==> config.mk <==
export PLATFORM = sky130hd
export DESIGN_NAME = pmu_system_and_buck_one_regs
export DESIGN_NICKNAME = d
export VERILOG_FILES = /design/src/core/pmu_regs_pkg.sv /design/src/core/field_reg.sv /design/src/core/pmu_system_and_buck_one_regs.sv /design/src/core/sync_two_flop.sv
export SDC_FILE = /design/constraint.sdc
export NUM_CORES = 1
export LEC_CHECK = 0
export BUFFER_PORTS_ARGS = -buffer_cell sky130_fd_sc_hd__buf_2
export CORE_ASPECT_RATIO = 0.8
export CORE_UTILIZATION = 54
export DETAILED_ROUTE_END_ITERATION = 6
export PLACE_DENSITY = 0.78
export REMOVE_ABC_BUFFERS = 1
export SLEW_MARGIN = 25
export SYNTH_ARGS = -nofsm -noshare
export SYNTH_HDL_FRONTEND = slang
export SYNTH_SLANG_ARGS = --single-unit
==> constraint.sdc <==
create_clock -name ref_clk_in -period 1.6 [get_ports ref_clk_in]
set_clock_uncertainty 0.1 [all_clocks]
set_input_delay 0.32 -clock ref_clk_in [delete_from_list [all_inputs] [get_ports ref_clk_in]]
set_output_delay 0.32 -clock ref_clk_in [all_outputs]
set_load 0.03 [all_outputs]
==> src/core/pmu_regs_pkg.sv <==
package pmu_regs_pkg;
	// Register offsets on the byte-wide register port
	localparam logic [7:0] OFF_SYS_MON_CFG   = 8'h00;
	localparam logic [7:0] OFF_SYS_CTRL      = 8'h01;
	localparam logic [7:0] OFF_B1_PRIMARY    = 8'h20;
	localparam logic [7:0] OFF_B1_SECONDARY  = 8'h21;
	localparam logic [7:0] OFF_B1_CTRL       = 8'h22;

	// Field positions in system_monitor_config
	localparam int BIT_RESET_TIMER_SEL = 7;
	localparam int BIT_RESPONSE_SEL    = 6;
	localparam int BIT_SUPPLY_IRQ_EN   = 5;
	localparam int BIT_BELOW_FLAG      = 4;
	localparam int LEVEL_MSB           = 3;
	localparam int LEVEL_LSB           = 0;

	// Field positions in system_control
	localparam int BIT_MASTER_SHUTDOWN = 5;
	localparam int SPARE_MSB           = 3;
	localparam int SPARE_LSB           = 0;

	// Field positions in the voltage code registers and buck_one_control
	localparam int VCODE_MSB           = 5;
	localparam int VCODE_LSB           = 0;
	localparam int BIT_B1_ENABLE       = 7;
	localparam int BIT_B1_PHASE        = 6;
	localparam int BIT_B1_MODE         = 5;
	localparam int DELAY_MSB           = 4;
	localparam int DELAY_LSB           = 2;
	localparam int BIT_B1_FAULT_IRQ_EN = 1;
	localparam int BIT_B1_POWER_GOOD   = 0;

	// Field widths
	localparam int LEVEL_W = 4;
	localparam int SPARE_W = 4;
	localparam int VCODE_W = 6;
	localparam int DELAY_W = 3;

	// Reset values of the writable fields
	localparam logic [0:0]         RST_BIT   = 1'h0;
	localparam logic [LEVEL_W-1:0] RST_LEVEL = 4'h0;
	localparam logic [SPARE_W-1:0] RST_SPARE = 4'h0;
	localparam logic [VCODE_W-1:0] RST_VCODE = 6'h00;
	localparam logic [DELAY_W-1:0] RST_DELAY = 3'h0;

	// Answer for unmapped addresses and reserved bits
	localparam logic [7:0] RD_EMPTY = 8'h00;

	// System power state, one-hot
	typedef enum logic [1:0] {
		PWR_RUN = 2'b01,
		PWR_OFF = 2'b10
	} power_state_e;
endpackage : pmu_regs_pkg

==> src/core/field_reg.sv <==
`timescale 1ns/100ps
module field_reg #(
	parameter int              W   = 1,
	parameter logic [W-1:0]    RST = '0
) (
	input  wire logic         ref_clk_in, // System clock
	input  wire logic         clr_in,     // Return to default
	input  wire logic         wr_in,      // Host write strobe for this field
	input  wire logic [W-1:0] wdata_in,   // Host write data
	output logic      [W-1:0] q_out       // Stored value
);
	logic [W-1:0] q_r;

	// Clear before write: loss of power beats any pending write
	always_ff @(posedge ref_clk_in) begin
		if (clr_in) begin
			q_r <= RST;
		end else if (wr_in) begin
			q_r <= wdata_in;
		end
	end

	assign q_out = q_r;
endmodule : field_reg

==> src/core/pmu_system_and_buck_one_regs.sv <==
`timescale 1ns/100ps
// How it works
// [RQ1] Bit 7 of 0x00 selects reset timeout
// [RQ2] Response bit 1: low supply raises interrupt
// [RQ3] Response bit 0: low supply shuts everything
// [RQ4] Supply interrupt only while its enable set
// [RQ5] Read-only flag shows supply below threshold
// [RQ6] Four-bit threshold level in 0x00 low bits
// [RQ7] Master shutdown bit turns all outputs off
// [RQ8] Pushbutton press clears master shutdown bit
// [RQ9] Spare bits writable, cleared on system shutdown
// [RQ10] Pin low selects primary voltage code
// [RQ11] Pin high selects secondary voltage code
// [RQ12] Enable bit turns first converter on/off
// [RQ13] Phase bit picks inverted or same phase
// [RQ14] Mode bit forces fixed frequency switching
// [RQ15] Three-bit turn-on delay field in 0x22
// [RQ16] Fault interrupt enable gates converter faults
// [RQ17] Bit 0 of 0x22 shows power good
// [RQ18] Power loss returns all bits to default
// [RQ19] Reserved bits read zero, writes ignored
module pmu_system_and_buck_one_regs (
	input  wire logic       ref_clk_in,              // 200 MHz system clock
	input  wire logic       rst_in,                  // Synchronous reset, active high
	input  wire logic       uvlo_in,                 // Input power lost, async
	input  wire logic [7:0] reg_addr_in,             // Register address
	input  wire logic       reg_wr_in,               // Write strobe, one cycle
	input  wire logic [7:0] reg_wdata_in,            // Write data
	input  wire logic       reg_rd_in,               // Read strobe, one cycle
	input  wire logic       supply_below_raw_in,     // Monitor comparator, async
	input  wire logic       power_good_raw_in,       // Converter power good, async
	input  wire logic       voltage_set_pin_in,      // Voltage select pin, async
	input  wire logic       pushbutton_input_n_in,   // Pushbutton, active low, async
	input  wire logic       buck_one_fault_raw_in,   // Converter fault, async
	output logic [7:0]      reg_rdata_out,           // Read data
	output logic            reg_rvalid_out,          // Read data valid, one cycle
	output logic            reset_timer_long_out,    // Reset timeout selection
	output logic [3:0]      threshold_level_out,     // Monitor threshold code
	output logic            supply_irq_out,          // Supply-low interrupt, level
	output logic            system_off_out,          // All regulators off
	output logic            buck_one_enable_out,     // First converter running
	output logic [5:0]      buck_one_vcode_out,      // Active voltage code
	output logic            buck_one_phase_inv_out,  // Run 180 degrees shifted
	output logic            buck_one_fixed_freq_out, // Fixed-frequency switching
	output logic [2:0]      buck_one_delay_out,      // Turn-on delay code
	output logic            buck_one_fault_irq_out   // Fault interrupt, level
);
	// Synchronised pin and analog levels
	logic uvlo_s;
	logic below_s;
	logic pgood_s;
	logic voltage_set_pin_s;
	logic pb_n_s;
	logic fault_s;
	logic clr_all;
	logic pb_pressed;

	// Write strobes per register
	logic wr_mon;
	logic wr_ctrl;
	logic wr_prim;
	logic wr_sec;
	logic wr_b1;

	// Stored fields
	logic                                 reset_timer_sel;
	logic                                 response_sel;
	logic                                 supply_irq_en;
	logic [pmu_regs_pkg::LEVEL_W-1:0]     level;
	logic                                 master_shutdown_r;
	logic                                 master_shutdown_nxt;
	logic [pmu_regs_pkg::SPARE_W-1:0]     spare;
	logic [pmu_regs_pkg::VCODE_W-1:0]     vcode_primary;
	logic [pmu_regs_pkg::VCODE_W-1:0]     vcode_secondary;
	logic                                 b1_enable;
	logic                                 b1_phase;
	logic                                 b1_mode;
	logic [pmu_regs_pkg::DELAY_W-1:0]     b1_delay;
	logic                                 b1_fault_en;

	// System state
	pmu_regs_pkg::power_state_e state_r;
	pmu_regs_pkg::power_state_e state_nxt;
	logic                       auto_off;
	logic                       shut_go;
	logic                       spare_clr;
	logic [7:0]                 rd_nxt;

	// Every asynchronous level passes two flops before use
	sync_two_flop #(.IDLE(1'b0)) u_sync_uvlo (
		.ref_clk_in (ref_clk_in),
		.rst_in     (rst_in),
		.async_in   (uvlo_in),
		.sync_out   (uvlo_s)
	);
	sync_two_flop #(.IDLE(1'b0)) u_sync_below (
		.ref_clk_in (ref_clk_in),
		.rst_in     (rst_in),
		.async_in   (supply_below_raw_in),
		.sync_out   (below_s)
	);
	sync_two_flop #(.IDLE(1'b0)) u_sync_pgood (
		.ref_clk_in (ref_clk_in),
		.rst_in     (rst_in),
		.async_in   (power_good_raw_in),
		.sync_out   (pgood_s)
	);
	sync_two_flop #(.IDLE(1'b0)) u_sync_voltage_set_pin (
		.ref_clk_in (ref_clk_in),
		.rst_in     (rst_in),
		.async_in   (voltage_set_pin_in),
		.sync_out   (voltage_set_pin_s)
	);
	sync_two_flop #(.IDLE(1'b1)) u_sync_pb (
		.ref_clk_in (ref_clk_in),
		.rst_in     (rst_in),
		.async_in   (pushbutton_input_n_in),
		.sync_out   (pb_n_s)
	);
	sync_two_flop #(.IDLE(1'b0)) u_sync_fault (
		.ref_clk_in (ref_clk_in),
		.rst_in     (rst_in),
		.async_in   (buck_one_fault_raw_in),
		.sync_out   (fault_s)
	);

	// Reset and power loss both return every bit to default
	assign clr_all    = rst_in | uvlo_s; // [RQ18]
	assign pb_pressed = ~pb_n_s;

	// Address decode; unmapped writes go nowhere
	assign wr_mon  = reg_wr_in && (reg_addr_in == pmu_regs_pkg::OFF_SYS_MON_CFG);
	assign wr_ctrl = reg_wr_in && (reg_addr_in == pmu_regs_pkg::OFF_SYS_CTRL);
	assign wr_prim = reg_wr_in && (reg_addr_in == pmu_regs_pkg::OFF_B1_PRIMARY);
	assign wr_sec  = reg_wr_in && (reg_addr_in == pmu_regs_pkg::OFF_B1_SECONDARY);
	assign wr_b1   = reg_wr_in && (reg_addr_in == pmu_regs_pkg::OFF_B1_CTRL);

	// System monitor configuration fields
	field_reg #(.W(1), .RST(pmu_regs_pkg::RST_BIT)) u_reset_timer (
		.ref_clk_in (ref_clk_in),
		.clr_in     (clr_all),
		.wr_in      (wr_mon),
		.wdata_in   (reg_wdata_in[pmu_regs_pkg::BIT_RESET_TIMER_SEL]),
		.q_out      (reset_timer_sel)
	);
	field_reg #(.W(1), .RST(pmu_regs_pkg::RST_BIT)) u_response (
		.ref_clk_in (ref_clk_in),
		.clr_in     (clr_all),
		.wr_in      (wr_mon),
		.wdata_in   (reg_wdata_in[pmu_regs_pkg::BIT_RESPONSE_SEL]),
		.q_out      (response_sel)
	);
	// Interrupt disabled out of reset
	field_reg #(.W(1), .RST(pmu_regs_pkg::RST_BIT)) u_supply_irq_en (
		.ref_clk_in (ref_clk_in),
		.clr_in     (clr_all),
		.wr_in      (wr_mon),
		.wdata_in   (reg_wdata_in[pmu_regs_pkg::BIT_SUPPLY_IRQ_EN]),
		.q_out      (supply_irq_en)
	);
	field_reg #(.W(pmu_regs_pkg::LEVEL_W), .RST(pmu_regs_pkg::RST_LEVEL)) u_level (
		.ref_clk_in (ref_clk_in),
		.clr_in     (clr_all),
		.wr_in      (wr_mon),
		.wdata_in   (reg_wdata_in[pmu_regs_pkg::LEVEL_MSB:pmu_regs_pkg::LEVEL_LSB]), // [RQ6]
		.q_out      (level)
	);

	// Spare bits: storage only, wiped when the system goes off
	assign spare_clr = clr_all | shut_go; // [RQ9]
	field_reg #(.W(pmu_regs_pkg::SPARE_W), .RST(pmu_regs_pkg::RST_SPARE)) u_spare (
		.ref_clk_in (ref_clk_in),
		.clr_in     (spare_clr),
		.wr_in      (wr_ctrl),
		.wdata_in   (reg_wdata_in[pmu_regs_pkg::SPARE_MSB:pmu_regs_pkg::SPARE_LSB]),
		.q_out      (spare)
	);

	// Voltage codes; bits 7:6 are never stored
	field_reg #(.W(pmu_regs_pkg::VCODE_W), .RST(pmu_regs_pkg::RST_VCODE)) u_vcode_prim (
		.ref_clk_in (ref_clk_in),
		.clr_in     (clr_all),
		.wr_in      (wr_prim),
		.wdata_in   (reg_wdata_in[pmu_regs_pkg::VCODE_MSB:pmu_regs_pkg::VCODE_LSB]), // [RQ19]
		.q_out      (vcode_primary)
	);
	field_reg #(.W(pmu_regs_pkg::VCODE_W), .RST(pmu_regs_pkg::RST_VCODE)) u_vcode_sec (
		.ref_clk_in (ref_clk_in),
		.clr_in     (clr_all),
		.wr_in      (wr_sec),
		.wdata_in   (reg_wdata_in[pmu_regs_pkg::VCODE_MSB:pmu_regs_pkg::VCODE_LSB]), // [RQ19]
		.q_out      (vcode_secondary)
	);

	// Converter control fields; power-good bit is not writable
	field_reg #(.W(1), .RST(pmu_regs_pkg::RST_BIT)) u_b1_enable (
		.ref_clk_in (ref_clk_in),
		.clr_in     (clr_all),
		.wr_in      (wr_b1),
		.wdata_in   (reg_wdata_in[pmu_regs_pkg::BIT_B1_ENABLE]),
		.q_out      (b1_enable)
	);
	field_reg #(.W(1), .RST(pmu_regs_pkg::RST_BIT)) u_b1_phase (
		.ref_clk_in (ref_clk_in),
		.clr_in     (clr_all),
		.wr_in      (wr_b1),
		.wdata_in   (reg_wdata_in[pmu_regs_pkg::BIT_B1_PHASE]),
		.q_out      (b1_phase)
	);
	field_reg #(.W(1), .RST(pmu_regs_pkg::RST_BIT)) u_b1_mode (
		.ref_clk_in (ref_clk_in),
		.clr_in     (clr_all),
		.wr_in      (wr_b1),
		.wdata_in   (reg_wdata_in[pmu_regs_pkg::BIT_B1_MODE]),
		.q_out      (b1_mode)
	);
	field_reg #(.W(pmu_regs_pkg::DELAY_W), .RST(pmu_regs_pkg::RST_DELAY)) u_b1_delay (
		.ref_clk_in (ref_clk_in),
		.clr_in     (clr_all),
		.wr_in      (wr_b1),
		.wdata_in   (reg_wdata_in[pmu_regs_pkg::DELAY_MSB:pmu_regs_pkg::DELAY_LSB]), // [RQ15]
		.q_out      (b1_delay)
	);
	field_reg #(.W(1), .RST(pmu_regs_pkg::RST_BIT)) u_b1_fault_en (
		.ref_clk_in (ref_clk_in),
		.clr_in     (clr_all),
		.wr_in      (wr_b1),
		.wdata_in   (reg_wdata_in[pmu_regs_pkg::BIT_B1_FAULT_IRQ_EN]),
		.q_out      (b1_fault_en)
	);

	// Master shutdown: pushbutton clear beats a same-cycle write
	always_comb begin
		master_shutdown_nxt = master_shutdown_r;
		if (wr_ctrl) begin
			master_shutdown_nxt = reg_wdata_in[pmu_regs_pkg::BIT_MASTER_SHUTDOWN];
		end
		if (pb_pressed) begin
			master_shutdown_nxt = 1'b0; // [RQ8]
		end
	end

	always_ff @(posedge ref_clk_in) begin
		if (clr_all) begin
			master_shutdown_r <= pmu_regs_pkg::RST_BIT;
		end else begin
			master_shutdown_r <= master_shutdown_nxt;
		end
	end

	// Low supply shuts down only when response select is 0
	assign auto_off = below_s && !response_sel; // [RQ3]
	assign shut_go  = (state_r == pmu_regs_pkg::PWR_RUN) && (master_shutdown_r || auto_off);

	// Power state; a press restarts, a standing low supply drops it again
	always_comb begin
		state_nxt = state_r;
		case (state_r)
			pmu_regs_pkg::PWR_RUN: begin
				if (shut_go) begin
					state_nxt = pmu_regs_pkg::PWR_OFF; // [RQ7] [RQ3]
				end
			end
			pmu_regs_pkg::PWR_OFF: begin
				if (pb_pressed) begin
					state_nxt = pmu_regs_pkg::PWR_RUN;
				end
			end
			default: begin
				state_nxt = pmu_regs_pkg::PWR_RUN;
			end
		endcase
	end

	always_ff @(posedge ref_clk_in) begin
		if (clr_all) begin
			state_r <= pmu_regs_pkg::PWR_RUN;
		end else begin
			state_r <= state_nxt;
		end
	end

	// Read mux; reserved bits and unmapped addresses read zero
	always_comb begin
		rd_nxt = pmu_regs_pkg::RD_EMPTY;
		case (reg_addr_in)
			pmu_regs_pkg::OFF_SYS_MON_CFG: begin
				rd_nxt[pmu_regs_pkg::BIT_RESET_TIMER_SEL] = reset_timer_sel;
				rd_nxt[pmu_regs_pkg::BIT_RESPONSE_SEL]    = response_sel;
				rd_nxt[pmu_regs_pkg::BIT_SUPPLY_IRQ_EN]   = supply_irq_en;
				rd_nxt[pmu_regs_pkg::BIT_BELOW_FLAG]      = below_s; // [RQ5]
				rd_nxt[pmu_regs_pkg::LEVEL_MSB:pmu_regs_pkg::LEVEL_LSB] = level;
			end
			pmu_regs_pkg::OFF_SYS_CTRL: begin
				rd_nxt[pmu_regs_pkg::BIT_MASTER_SHUTDOWN] = master_shutdown_r;
				rd_nxt[pmu_regs_pkg::SPARE_MSB:pmu_regs_pkg::SPARE_LSB] = spare; // [RQ19]
			end
			pmu_regs_pkg::OFF_B1_PRIMARY: begin
				rd_nxt[pmu_regs_pkg::VCODE_MSB:pmu_regs_pkg::VCODE_LSB] = vcode_primary;
			end
			pmu_regs_pkg::OFF_B1_SECONDARY: begin
				rd_nxt[pmu_regs_pkg::VCODE_MSB:pmu_regs_pkg::VCODE_LSB] = vcode_secondary;
			end
			pmu_regs_pkg::OFF_B1_CTRL: begin
				rd_nxt[pmu_regs_pkg::BIT_B1_ENABLE]       = b1_enable;
				rd_nxt[pmu_regs_pkg::BIT_B1_PHASE]        = b1_phase;
				rd_nxt[pmu_regs_pkg::BIT_B1_MODE]         = b1_mode;
				rd_nxt[pmu_regs_pkg::DELAY_MSB:pmu_regs_pkg::DELAY_LSB] = b1_delay;
				rd_nxt[pmu_regs_pkg::BIT_B1_FAULT_IRQ_EN] = b1_fault_en;
				rd_nxt[pmu_regs_pkg::BIT_B1_POWER_GOOD]   = pgood_s; // [RQ17]
			end
			default: begin
				rd_nxt = pmu_regs_pkg::RD_EMPTY;
			end
		endcase
	end

	// Read answer one cycle after the strobe
	always_ff @(posedge ref_clk_in) begin
		if (clr_all) begin
			reg_rdata_out  <= pmu_regs_pkg::RD_EMPTY;
			reg_rvalid_out <= 1'b0;
		end else begin
			reg_rvalid_out <= reg_rd_in;
			if (reg_rd_in) begin
				reg_rdata_out <= rd_nxt;
			end
		end
	end

	// System-level outputs, all registered
	always_ff @(posedge ref_clk_in) begin
		if (clr_all) begin
			reset_timer_long_out <= 1'b0;
			threshold_level_out  <= pmu_regs_pkg::RST_LEVEL;
			supply_irq_out       <= 1'b0;
			system_off_out       <= 1'b0;
		end else begin
			reset_timer_long_out <= reset_timer_sel; // [RQ1]
			threshold_level_out  <= level; // [RQ6]
			supply_irq_out       <= below_s && response_sel && supply_irq_en; // [RQ2] [RQ4]
			system_off_out       <= (state_nxt == pmu_regs_pkg::PWR_OFF); // [RQ7]
		end
	end

	// Converter outputs; off state overrides the enable bit
	always_ff @(posedge ref_clk_in) begin
		if (clr_all) begin
			buck_one_enable_out     <= 1'b0;
			buck_one_vcode_out      <= pmu_regs_pkg::RST_VCODE;
			buck_one_phase_inv_out  <= 1'b0;
			buck_one_fixed_freq_out <= 1'b0;
			buck_one_delay_out      <= pmu_regs_pkg::RST_DELAY;
			buck_one_fault_irq_out  <= 1'b0;
		end else begin
			buck_one_enable_out     <= b1_enable && (state_nxt == pmu_regs_pkg::PWR_RUN); // [RQ12]
			buck_one_vcode_out      <= voltage_set_pin_s ? vcode_secondary : vcode_primary; // [RQ10] [RQ11]
			buck_one_phase_inv_out  <= b1_phase; // [RQ13]
			buck_one_fixed_freq_out <= b1_mode; // [RQ14]
			buck_one_delay_out      <= b1_delay; // [RQ15]
			buck_one_fault_irq_out  <= fault_s && b1_fault_en; // [RQ16]
		end
	end
endmodule : pmu_system_and_buck_one_regs

==> src/core/sync_two_flop.sv <==
`timescale 1ns/100ps
module sync_two_flop #(
	parameter logic IDLE = 1'b0
) (
	input  wire logic ref_clk_in, // System clock
	input  wire logic rst_in,     // Synchronous reset, active high
	input  wire logic async_in,   // Signal from another domain
	output logic      sync_out    // Signal after two flops
);
	logic meta_r;
	logic sync_r;

	// First flop feeds only the second one
	always_ff @(posedge ref_clk_in) begin
		if (rst_in) begin
			meta_r <= IDLE;
			sync_r <= IDLE;
		end else begin
			meta_r <= async_in;
			sync_r <= meta_r;
		end
	end

	assign sync_out = sync_r;
endmodule : sync_two_flop

Yosys cells after proc, flatten, opt, wreduce, memory -nomap -nowiden
Index checks and enable logic that the tools add are counted.
W data, S select, Z words.
- bits in latches: 0
- bits in registers: 74
- memories kept: 0
- logic and storage cells: 72
- ROM bits: 0
- output and inout port bits: 29
- bits in writable memories: 0
- equality and inequality tests: 8
- add/subtract/negate cells: 0
- multiplexer cells: 8
- divide/modulo/power cells: 0
- shift operators: 0
- reductions and logical operators: 15
- multipliers: 0
- order comparisons: 0
- bitwise gates (word level): 3
- operators with widths (operator ; number):
    $eq A8 B6 Y1 const B ; 3
    $pmux W4 S5 ; 1
    $logic_and A1 B1 Y1 ; 11
    $eq A8 B1 Y1 const B ; 1
    $logic_not A8 Y1 ; 1
    $pmux W2 S2 ; 2
    $mux W6 ; 1
    $pmux W1 S5 ; 1
    $eq A2 B1 Y1 const B ; 2
    $eq A2 B2 Y1 const B ; 2
    $mux W2 ; 2
    $pmux W1 S4 ; 1
    $or A1 B1 Y1 ; 2
    $reduce_or A2 Y1 ; 1
    $logic_not A1 Y1 ; 1
    $logic_or A1 B1 Y1 ; 1
    $not A1 Y1 ; 1

Longest topological paths before layout
Gate-level depths: netlist (run 1).
- depth in word-level cells: 8
- depth in mapped cells: 6

Modules after synthesis
Synthesis (run 1) repeated with hierarchy kept, for this count alone.
- cell total of the unflattened synthesis: 259
- area total of the unflattened synthesis: 2803.9 um^2
- modules (own cells, without submodules) (module ; cells an instance ; times used ; seq. area each (um^2) ; area an instance (um^2)):
    pmu_system_and_buck_one_regs ; 141 ; 1 ; 640.6 ; 1442.6
    field_reg at u_vcode_prim ... ; 19 ; 2 ; 120.1 ; 214.0
    sync_two_flop ; 4 ; 6 ; 40.0 ; 52.6
    field_reg at u_level ... ; 13 ; 2 ; 80.1 ; 140.1
    field_reg at u_b1_enable ... ; 3 ; 7 ; 20.0 ; 33.8
    field_reg at u_b1_delay ; 9 ; 1 ; 60.1 ; 101.3

Least setup slack after synthesis (run 1)
No wires, ideal clock.
- kind: input-to-reg
- start point: input port reg_addr_in[1]
- end point: register u_level.q_r[0], in the netlist u_level.q_out[0]
- required time: 1.372 ns
- stages: 5
- setup time: 0.128 ns
- arrival: 1.228 ns
- path slack: 0.144 ns
- cells stage by stage: clkbuf_8 -> nor4_2 -> nand3_2 -> mux2i_1 -> nor2_1
- cells in the longest elaborated chain, start to end: 2
- ends and longest elaborated chain (item ; RTL line ; text):
    start, declared ; pmu_system_and_buck_one_regs.sv:26 ; input wire logic [7:0] reg_addr_in,
    $logic_not A8 Y1 ; pmu_system_and_buck_one_regs.sv:132 ; assign wr_mon = reg_wr_in && (reg_addr_in == pmu_regs_pkg::OFF_SYS_MON_CFG);
    $logic_and A1 B1 Y1 ; pmu_system_and_buck_one_regs.sv:132 ;
    end signal, assigned ; field_reg.sv:19 ; q_r <= wdata_in;
    end, declared ; field_reg.sv:12 ; logic [W-1:0] q_r;
Every way passes these cells.
A chain may end at the register's enable or synchronous reset.

Worst setup path in the final report (run 1)
- start point: register state_r[0]
- end point: register system_off_out
- cells in the longest elaborated chain, start to end: 5
- elaborated cells between the ends (all ways): 7
- classes of those cells: 3 x eq/ne; 3 x mux; 1 x reduce/logical
- ends and longest elaborated chain (item ; RTL line ; text):
    start, declared ; pmu_system_and_buck_one_regs.sv:82 ; pmu_regs_pkg::power_state_e state_r;
    start signal, assigned ; pmu_system_and_buck_one_regs.sv:277 ; state_r <= pmu_regs_pkg::PWR_RUN;
    start signal, assigned ; pmu_system_and_buck_one_regs.sv:279 ; state_r <= state_nxt;
    $eq A2 B1 Y1 ; pmu_system_and_buck_one_regs.sv:253, pmu_system_and_buck_one_regs.sv:258 ;
    $logic_and A1 B1 Y1 ; pmu_system_and_buck_one_regs.sv:253 ; assign shut_go = (state_r == pmu_regs_pkg::PWR_RUN) && (master_shutdown_r || auto_off);
    $mux W2 ; pmu_system_and_buck_one_regs.sv:260 ; if (shut_go) begin
    $pmux W2 S2 (*) ; pmu_system_and_buck_one_regs.sv:258 ; case (state_r)
    $eq A2 B2 Y1 (*) ; pmu_system_and_buck_one_regs.sv:342 ; system_off_out <= (state_nxt == pmu_regs_pkg::PWR_OFF);
    end signal, assigned ; pmu_system_and_buck_one_regs.sv:342 ;
    end, declared ; pmu_system_and_buck_one_regs.sv:40 ; output logic system_off_out,
Mark *: on every way between the ends. The rest lies on a longest branch, timed or not.

==> impl_results.md, run 1 <==
- Worst setup SP type: flop
- Placed insts: 405
- Hold Violations, Final: 0
- R2R Setup Slk: between 0.1 and 0.15 ns
- Initial antenna violation count: 0
- DR pass1 iterations: 4
- Number of synthesis warnings: 0
- CTS clock-pin slew for the worst setup and hold paths: 0.07 ns
- CORE AREA: 5036 um^2
- Min Tclk post-route: 1.482 ns
- Average cell area after synthesis: 9.797 um^2
- Antenna cells: 0
- Ys flop type: dfxtp_1
- Non-Filler Instances: 421
- Outcome: completed
- DRT iter0 DRCs: 85
- Critical path arrival: ~1.7 ns
- FF+latch count, synth: 74
- Placer congestion estimate: 0.8189
- Part of the Yosys area used for sequential elements: 52.32%
- R2r startpoint: state_r[0]$_SDFF_PP1_
- Critical Path RT: 1.77 ns
- Reg2Reg Capture Point: system_off_out$_SDFF_PP0_
- Vias in the first global route: between 2000 and 2500
- Worst slew pin tran: 0.3967 ns
- Net count, final: 382
- Final Cycle Share: just over 90%
- Worst path slowest cell: dfxtp_1
- Crit end category: flop
- Worst path max stage delay: 0.37 ns
- Clock Latency Late Sink: 0.33 ns
- Cell row count: 23
- Cells along the critical path: inv_1 -> ha_1 -> a21boi_0 -> a311oi_2 -> and3_1
- WS Path Type: flop to flop
- Post-synth EDFFs: 0
- H-tree depth: 3
- Syn Inst Count: 289
- Final Setup Violations: 0
- Synth area leaders: dfxtp_1 (52%), mux2i_1 (8.8%), o21ai_0 (4.4%)
- Post-DP Area: 3216 um^2
- Drt wl/cell: 13.67 um
- Peak VDD IR: 0.0006128 V
- Post-synth top area share: 52.32%
- PwrDens: 1019 nW/um^2
- Critical Path Sink: system_off_out$_SDFF_PP0_
- Initial core utilization: 56.22%
- Post-synth top cells: dfxtp_1 (74), nor2_1 (26), mux2i_1 (25), o21ai_0 (25), nand2_1 (23)
- Worst hold path type: primary input to flop
- Relative slew slack: 73.52%
- R2R depth: 5
- Post-route cell area: 3405 um^2
- Hold_buf cts: 0
- Gr usage total: between 20 and 25%
- P&R area growth vs syn: 20.24%
- Slew Viols, Final: 0
- Vias per cell: 5.268
- Clock Path Buffers: 2
- Setup Fix Bufs, Post-CTS: 0
- CTS tree: built
- Synth async-reset ratio: 0%
- Die Ht: 66.77 um
- CTS buffer count: 9
- Pin count of the biggest net entering global routing: ~50
- Post-CTS resize count: 0
- Synth cell types: 40
- Utilization after layout: between 60% and 70%
- I/O pin count: 55
- Peak Freq: 674.8 MHz
- Die Footprint: 5539 um^2
- WL final: 5756 um
- Crit. Startpoint: state_r[0]$_SDFF_PP1_
- Fraction of layout cells with a size suffix above 1: roughly 28%
- Hpwl dp: about 4200 um
- Die Width: 82.96 um
- Via count: 2218
- Port buffer count: 54
- DRC: 0
- CTS Root Cell: clkbuf_8
- Max Cap Viol: 0
- Count leader, synth: dfxtp_1
- Clock Sinks: between 70 and 80
- First-pass GRT wire length: 9480 um
- Worst-path fanout max: 3
- Leak: between 1.5 and 2 nW
- Gr ovfl total: 0
- Number of routed nets with antenna violations: 0
- Area leader, netlist: dfxtp_1
- Hold slack: 0.06590 ns
- Mapped Area: 2831 um^2
==> metal layers <==
metal / wire, um / vias up / global-route usage, %
li1: - / 1134 / -
met1: 2701 / 1027 / 27.71
met2: 2747 / 51 / 38.42
met3: 237 / 6 / 6.320
met4: 70 / 0 / 8.405
met5: 0 / - / 0
==> worst max-delay path, delay by kind of cell, from the launching register on <==
family	cells	cell delay, ns
AO/OA/AOI/OAI	2	0.48
adder cells (fa/ha/maj)	1	0.21
buffers and inverters	1	0.07
flip-flops	1	0.37
AND/OR/NAND/NOR	1	0.20
==> cells by family after synthesis <==
kind of cell | Yosys count | synth area share [%]
AO/OA/AOI/OAI | 56 | 11.62
adder cells (fa/ha/maj) | 2 | 0.8836
AND/OR/NAND/NOR | 113 | 22.31
flip-flops | 74 | 52.32
multiplexers | 25 | 8.838
buffers and inverters | 19 | 4.021
==> report_power, final <==
| part | leakage [nW] | switching, W | internal, W |
|---|---|---|---|
| Sequential | 0.600 | 0.0000181 | 0.00187 |
| Clock | 0.0965 | 0.000615 | 0.000687 |
| Combinational | 0.826 | 0.000166 | 0.000109 |
==> state kept, by name (all words and copies together), names as in the netlist, 2 cells and up <==
signal               flops
u_vcode_prim.q_out       6
u_vcode_sec.q_out        6
buck_one_delay_out       3
buck_one_vcode_out       6
u_b1_delay.q_out         3
u_spare.q_out            4
u_level.q_out            4
state_r                  2
threshold_level_out      4
reg_rdata_out            8
==> worst min-delay path by stage <==
stage,startpoint,endpoint,cells past startpoint,slack [ns]
2_1_floorplan,u_sync_pb.meta_r$_SDFF_PP1_,u_sync_pb.sync_out$_SDFF_PP1_,1,0.29
3_3_place_gp,u_sync_pb.meta_r$_SDFF_PP1_,u_sync_pb.sync_out$_SDFF_PP1_,1,0.29
3_5_place_dp,u_sync_pb.meta_r$_SDFF_PP1_,u_sync_pb.sync_out$_SDFF_PP1_,1,0.29
4_1_cts,pushbutton_input_n_in,u_sync_pb.meta_r$_SDFF_PP1_,2,0.05
5_1_grt,pushbutton_input_n_in,u_sync_pb.meta_r$_SDFF_PP1_,2,0.05
6_report,pushbutton_input_n_in,u_sync_pb.meta_r$_SDFF_PP1_,2,0.07
==> layout by cell type, fill, tap and decap left out, drive strengths merged <==
cell type   n
nor2       26
or3         2
ha          2
clkinv      2
nor4        3
a21oi       8
nor3        1
nor4b       2
nand2      23
a22o        2
and2       14
o21ai      31
o2bb2ai     1
and3        4
a21boi      2
a31oi       2
o31a        2
a311oi      1
dfxtp      74
or2         3
a22oi       6
buf        71
and2b       2
inv         2
a21o        1
nand3b      2
nor2b      11
nand4       1
mux2i      25
nand3      19
clkbuf     14
==> final cells by class <==
cell class / count / area (um^2)
clock inverter: 2 / 10.01
clock buffer: 14 / 172.7
sequential: 74 / 1481
timing repair buffer: 71 / 410.4
multi-input combinational: 196 / 1245
fill: 422 / 1632
inverter: 2 / 7.507
tap: 62 / 77.57
==> stage by stage <==
step	setup slack [ns]	setup TNS, ns	power, W
floorplan	-0.5568	-22.60	0.002067
global placement	0.01918	0	0.002195
detailed placement	-0.03906	-0.03906	0.002200
CTS	0.04973	0	0.003491
global route	-0.008380	-0.008380	0.003615
finish	0.1181	0	0.003470
No activity file was read; power rests on OpenSTA's default activity.
==> run 2, diff against run 1 <==
--- a/config.mk
+++ b/config.mk
@@ -5,6 +5,7 @@
 export SDC_FILE = /design/constraint.sdc
 export NUM_CORES = 1
 export LEC_CHECK = 0
+export ABC_AREA = 1
 export BUFFER_PORTS_ARGS = -buffer_cell sky130_fd_sc_hd__buf_2
 export CORE_ASPECT_RATIO = 0.8
 export CORE_UTILIZATION = 54
==> run 2 against run 1 <==
The run now ends with DRC left. Core utilization decreased by 0.89 points. Power increased by 2.5%. First-iteration DRC count rose by 51%. Maximum frequency up 8.5%. Via count increased by 8.9%. Die area decreased by 0.81%. Global-route usage rose by 1.7 points. Design area down 1.9%. Non-clock buffer count fell by 8. Combinational power shrank 7.3%. Synthesized area fell by 0.84%. Clock-buffer cell count fell by 3.
==> impl_results.md, run 2 <==
- Clock Sinks: 74
- Largest register by flop count: reg_rdata_out
- Max reg flops: 8
- Worst hold path type: primary input to flop
- PwrDens: between 1000 and 1500 nW/um^2
- Gr usage total: 24.36%
- Clock Path Buffers: 2
- Syn Inst Count: 359
- Average cell area after synthesis: 7.821 um^2
- Crit. Startpoint: state_r[0]$_SDFF_PP1_
- CTS clock-pin slew for the worst setup and hold paths: 0.07 ns
- Outcome: complete, but fails checks
- Slew Viols, Final: 0
- CORE AREA: 5007 um^2
- Final Cycle Share: 85.35%
- Post-synth EDFFs: 0
- Leak: 1.510 nW
- Most frequent cells in the layout: dfxtp_1 (74), nor2_1 (56), buf_2 (54)
- Initial antenna violation count: 0
- Via count: around 2400
- FF+latch count, synth: 74
- Clock Latency Late Sink: 0.34 ns
- Fraction of layout cells with a size suffix above 1: 21.93%
- Switch Pwr: 0.0008392 W
- Die Ht: 66.50 um
- DRT iter0 DRCs: 128
- Register share of total power: 53.2%
- Die Footprint: 5494 um^2
- Pin count of the biggest net entering global routing: 39
- Port buffer count: 54
- Hold Violations, Final: 0
- DRC: 2
- Mapped Area: 2808 um^2
- Peak VDD IR: roughly 0.00095 V
- Ys flop type: dfxtp_1
- Worst-path fanout max: 4
- DR pass1 iterations: 7
- Peak Freq: 732.3 MHz
- Non-Filler Instances: 486
- Number of synthesis warnings: 0
- Synth area leaders: dfxtp_1 (53%), o21ai_0 (8.4%), nor2_1 (7.6%)
- WL final: 5946 um
- Cell row count: 23
- P&R area growth vs syn: 18.98%
- Setup WS pre-CTS: between 0.015 and 0.02 ns
- Net count, final: 447
- Vias in the first global route: 2201
- Worst path slowest cell: dfxtp_1
- Vias per cell: 4.969
- Final Setup Violations: 0
- Post-CTS resize count: 0
- Worst setup SP type: flop
- R2r startpoint: state_r[0]$_SDFF_PP1_
- Worst path max stage delay: ~0.38 ns
- Crit-path most repeated cell: nand2_1
- Critical Path RT: between 1.5 and 2 ns
- Relative slew slack: 76.97%
- Count leader, synth: dfxtp_1
- Worst slew pin tran: about 0.35 ns
- Hpwl dp: 4222 um
- Antenna cells: 0
- Synth cell types: 21
- Gr ovfl total: 0
- CTS buffer count: 9
- Post-synth top cells: dfxtp_1 (74), nor2_1 (57), inv_1 (47), o21ai_0 (47), a21oi_1 (42)
- Failing checks: DRC
- Min Tclk post-route: between 1 and 1.5 ns
- Part of the Yosys area used for sequential elements: 52.76%
- Critical path buffers and inverters: 2
- Drt wl/cell: 12.23 um
- Hold_sp: pushbutton_input_n_in
- Synth async-reset ratio: 0%
- CTS tree: built
- Setup TNS: 0 ns
- Power share of the combinational group: under 10%
- I/O pin count: 55
- Critical path's top delay family: flip-flops
- Die Width: 82.62 um
- H-tree depth: 3
- Post-synth top area share: a little over half
- Number of routed nets with antenna violations: 0
- First-pass GRT wire length: ~9700 um
- Setup Fix Bufs, Post-CTS: 0
- Final worst slack: between 0.2 and 0.25 ns
- Critical path arrival: about 1.6 ns
- Unrepaired setup endpoints after global routing: no
- Cell internal pwr: 0.002718 W
- Crit end category: flop
- Cells along the critical path: inv_1 -> ha_1 -> nand2_1 -> inv_1 -> o21ai_0 -> nand2_1 -> nand2_1 -> nand2_1 -> nor2_1
- Most common cell after layout, fill and taps aside: dfxtp_1
- Utilization after layout: 66.72%
- Max Cap Viol: 0
- Area leader, netlist: dfxtp_1
- Sw Ratio: 23.59%
- Placer congestion estimate: 0.7952
- CTS Root Cell: clkbuf_8
- Placed insts: 470
- WS Path Type: flop to flop
- Hold_buf cts: 0
- Share of total power in the clock network: 39.7%
- Initial core utilization: 56.07%
-- run 2: final timing paths --
path / endpoint / slack, ns / cells after the start
worst min register to register: u_sync_voltage_set_pin.sync_out$_SDFF_PP0_ / 0.30 / 2
worst max register to register: buck_one_enable_out$_SDFF_PP0_ / 0.23 / 9
worst min-delay path: u_sync_pb.meta_r$_SDFF_PP1_ / 0.06 / 2
worst max-delay path: buck_one_enable_out$_SDFF_PP0_ / 0.23 / 9
-- run 2: worst register-to-register path, delay by kind of cell, from the launching register on --
kind                     cells  cell delay, ns
AND/OR/NAND/NOR              5            0.38
adder cells (fa/ha/maj)      1            0.22
AO/OA/AOI/OAI                1            0.13
buffers and inverters        2            0.11
flip-flops                   1            0.38
-- run 2: logic make-up (layout without fill, tap and decap cells) --
kind of cell / after synthesis / count (layout) / share of synthesized area [%]
AO/OA/AOI/OAI: 93 / 93 / 16.58
adder cells (fa/ha/maj): 2 / 2 / 0.8911
buffers and inverters: 64 / 129 / 9.536
flip-flops: 74 / 74 / 52.76
AND/OR/NAND/NOR: 126 / 126 / 20.23
-- run 2: metrics by stage --
step	total power, W	hold slack [ns]	cell area (um^2)
after floorplan	0.002080	0.2883	2728
after global placement	0.002181	0.2913	3146
after detailed placement	0.002189	0.2968	3146
after CTS	0.003582	0.04862	3341
after global routing	0.003697	0.04779	3341
final	0.003557	0.05836	3341
-- run 2: layer usage --
layer  part of all wire, %  GRT usage [%]  vias up  wire, um
met1                    45          28.68     1071      2704
met2                    47          40.91       65      2768
li1                      -              -     1263         -
met4                   2.2          10.34        0       130
met5                     0              0        -         0
met3                   5.8          7.397       16       342
-- run 2: area by class of cell --
type	count	area [um^2]
Fill cell	449	1667
Multi-Input combinational cell	221	1061
Sequential cell	74	1481
Inverter	50	187.7
Tap cell	62	77.57
Clock buffer	11	141.4
Timing Repair Buffer	63	337.8
Clock inverter	5	53.80
-- run 2: power by group through the flow --
| stage | sequential [W] | combinational, W | clock (W) |
|---|---|---|---|
| 6_report | 0.00189 | 0.000255 | 0.00141 |
| 5_1_grt | 0.00189 | 0.000291 | 0.00151 |
| 4_1_cts | 0.00189 | 0.000256 | 0.00143 |
| 3_5_place_dp | 0.00193 | 0.000255 | 0 |
| 3_3_place_gp | 0.00193 | 0.000248 | 0 |
| 2_1_floorplan | 0.00196 | 0.000118 | 0 |
==> run 3, diff against run 2 <==
--- a/config.mk
+++ b/config.mk
@@ -7,10 +7,9 @@
 export LEC_CHECK = 0
 export ABC_AREA = 1
 export BUFFER_PORTS_ARGS = -buffer_cell sky130_fd_sc_hd__buf_2
-export CORE_ASPECT_RATIO = 0.8
 export CORE_UTILIZATION = 54
 export DETAILED_ROUTE_END_ITERATION = 6
-export PLACE_DENSITY = 0.78
+export PLACE_DENSITY_LB_ADDON = 0.25
 export REMOVE_ABC_BUFFERS = 1
 export SLEW_MARGIN = 25
 export SYNTH_ARGS = -nofsm -noshare
==> run 3 against run 2 <==
The run now ends clean. Design area rose by 1.5%. Critical path type unchanged. Power rose by 4.7%. Non-clock buffer count increased by 3. Routed wire length rose by 4.4%. Critical path depth is 4 lower. Register-to-register slack got worse by 0.06 ns. Largest cell class unchanged.
==> impl_results.md, run 3 (same netlist as run 2, synthesis figures left out) <==
- Outcome: completed
- WS Path Type: flop to flop
- Largest register by flop count: reg_rdata_out
- Hold Violations, Final: 0
- Min Tclk post-route: 1.429 ns
- Post-CTS resize count: 0
- Switch Pwr: between 0.0008 and 0.0009 W
- PwrDens: 1098 nW/um^2
- GRT met2 Usage: approximately 43%
- Hpwl dp: 4456 um
- Max reg flops: 8
- Pin count of the biggest net entering global routing: 25
- Max Cap Viol: 0
- CTS Root Cell: clkbuf_8
- Worst-path fanout max: 4
- H-tree depth: 3
- Crit end category: flop
- Clock Latency Late Sink: 0.35 ns
- Leak: approximately 1.5 nW
- Worst setup SP type: flop
- Grt met1 use: 29.66%
- Vias per cell: 5.118
- CTS tree: built
- Hold slack: 0.04541 ns
- Number of routed nets with antenna violations: 0
- Worst slew pin tran: 0.4226 ns
- Post-route cell area: 3391 um^2
- Gr busiest metal: met2
- DRC: 0
- Most frequent cells in the layout: dfxtp_1 (74), nor2_1 (56), buf_2 (54)
- I/O pin count: 55
- P&R area growth vs syn: 20.77%
- WL final: 6208 um
- Via count: 2523
- Share of total power in the clock network: 42.1%
- Final Setup Violations: 0
- DR pass1 iterations: 5
- Cells along the critical path: inv_1 -> ha_1 -> a21oi_1 -> o21ai_0 -> nor2_1
- Antenna cells: 0
- Placer congestion estimate: 0.8617
- Net count, final: 450
- CTS buffer count: 9
- Peak Freq: approximately 700 MHz
- Slew Viols, Final: 0
- Cell row count: 25
- Worst path max stage delay: 0.36 ns
- Most common cell after layout, fill and taps aside: dfxtp_1
- Hold_buf cts: 0
- Final worst slack: 0.1714 ns
- Post-DP Area: roughly 3200 um^2
- Worst hold path type: primary input to flop
- Initial core utilization: 57.91%
- Fraction of layout cells with a size suffix above 1: between 20% and 30%
- Critical path buffers and inverters: 1
- Initial antenna violation count: 0
- Cell internal pwr: 0.002873 W
- Critical path arrival: 1.62 ns
- First-pass GRT wire length: 10300 um
- Final Cycle Share: 89.29%
- Critical path's top delay family: compound AO/OA/AOI/OAI gates
- Vias in the first global route: 2343
- Unrepaired setup endpoints after global routing: no
- Clock Path Buffers: 2
- Drt wl/cell: 12.59 um
- CORE AREA: 4848 um^2
- Die Ht: approximately 74 um
- Gr usage total: between 20% and 30%
- Die Width: 74.11 um
- Die Footprint: 5492 um^2
- Peak VDD IR: 0.0009451 V
- Power share of the combinational group: 7.1%
- Relative slew slack: 71.57%
- DRT iter0 DRCs: about 150
- Register share of total power: 50.8%
- Critical Path RT: 1.79 ns
- Clock Sinks: between 70 and 80
- R2R Setup Slk: around 0.17 ns
- Non-Filler Instances: just under 500
- Total power: 0.003723 W
- Gr ovfl total: 0
- Port buffer count: 54
- Setup WS pre-CTS: -0.02324 ns
- Global Route met3 Usage: under 10%
- Placed insts: approximately 480
- CTS clock-pin slew for the worst setup and hold paths: roughly 0.070 ns
- Sw Ratio: 22.83%
- Setup Fix Bufs, Post-CTS: 0
- Worst path slowest cell: dfxtp_1
-- run 3: changes by cell type in the layout (fill, tap and decap cells not counted) --
cell | before | now
buf_4 | 9 | 12
bufinv_16 | 1 | 2
clkbuf_1 | 1 | 0
clkinv_2 | 3 | 2
-- run 3: final timing paths --
check                                               startpoint                                to  cells past startpoint
worst max-delay path                     state_r[1]$_SDFF_PP0_     u_spare.q_out[1]$_SDFFE_PP0P_                      5
worst min-delay path                     pushbutton_input_n_in       u_sync_pb.meta_r$_SDFF_PP1_                      2
worst max register to register           state_r[1]$_SDFF_PP0_     u_spare.q_out[1]$_SDFFE_PP0P_                      5
worst min register to register  u_sync_below.meta_r$_SDFF_PP0_  u_sync_below.sync_out$_SDFF_PP0_                      2
-- run 3: metal layers --
| metal | wire, um | vias up |
|---|---|---|
| met5 | 0 | - |
| met2 | 2985 | 86 |
| met3 | 333 | 18 |
| met1 | 2740 | 1150 |
| li1 | - | 1269 |
| met4 | 149 | 0 |
-- run 3: area by class of cell --
| class | count | area [um^2] |
|---|---|---|
| sequential | 74 | 1481 |
| fill | 406 | 1458 |
| multi-input combinational | 221 | 1061 |
| timing repair buffer | 66 | 360.3 |
| inverter | 50 | 187.7 |
| clock buffer | 10 | 137.6 |
| tap | 67 | 83.83 |
| clock inverter | 5 | 78.83 |
-- run 3: through the flow --
stage	utilization [%]	setup TNS, ns
2_1_floorplan	-	-15.68
3_3_place_gp	65.47	0
3_5_place_dp	65.47	-0.02324
4_1_cts	69.94	0
5_1_grt	69.94	0
6_report	69.94	0
-- run 3: power by group through the flow --
stage	combinational (W)	clock (W)	sequential (W)
2_1_floorplan	0.000118	0	0.00196
3_3_place_gp	0.000253	0	0.00193
3_5_place_dp	0.000261	0	0.00193
4_1_cts	0.000263	0.00158	0.00189
5_1_grt	0.000295	0.00167	0.00189
6_report	0.000263	0.00157	0.00189
-- run 3: worst reg2reg max path, stage by stage, from the launching register on --
cell and delay (ns):
dfxtp_1 0.36, inv_1 0.05, ha_1 0.21, a21oi_1 0.34, o21ai_0 0.18, nor2_1 0.12
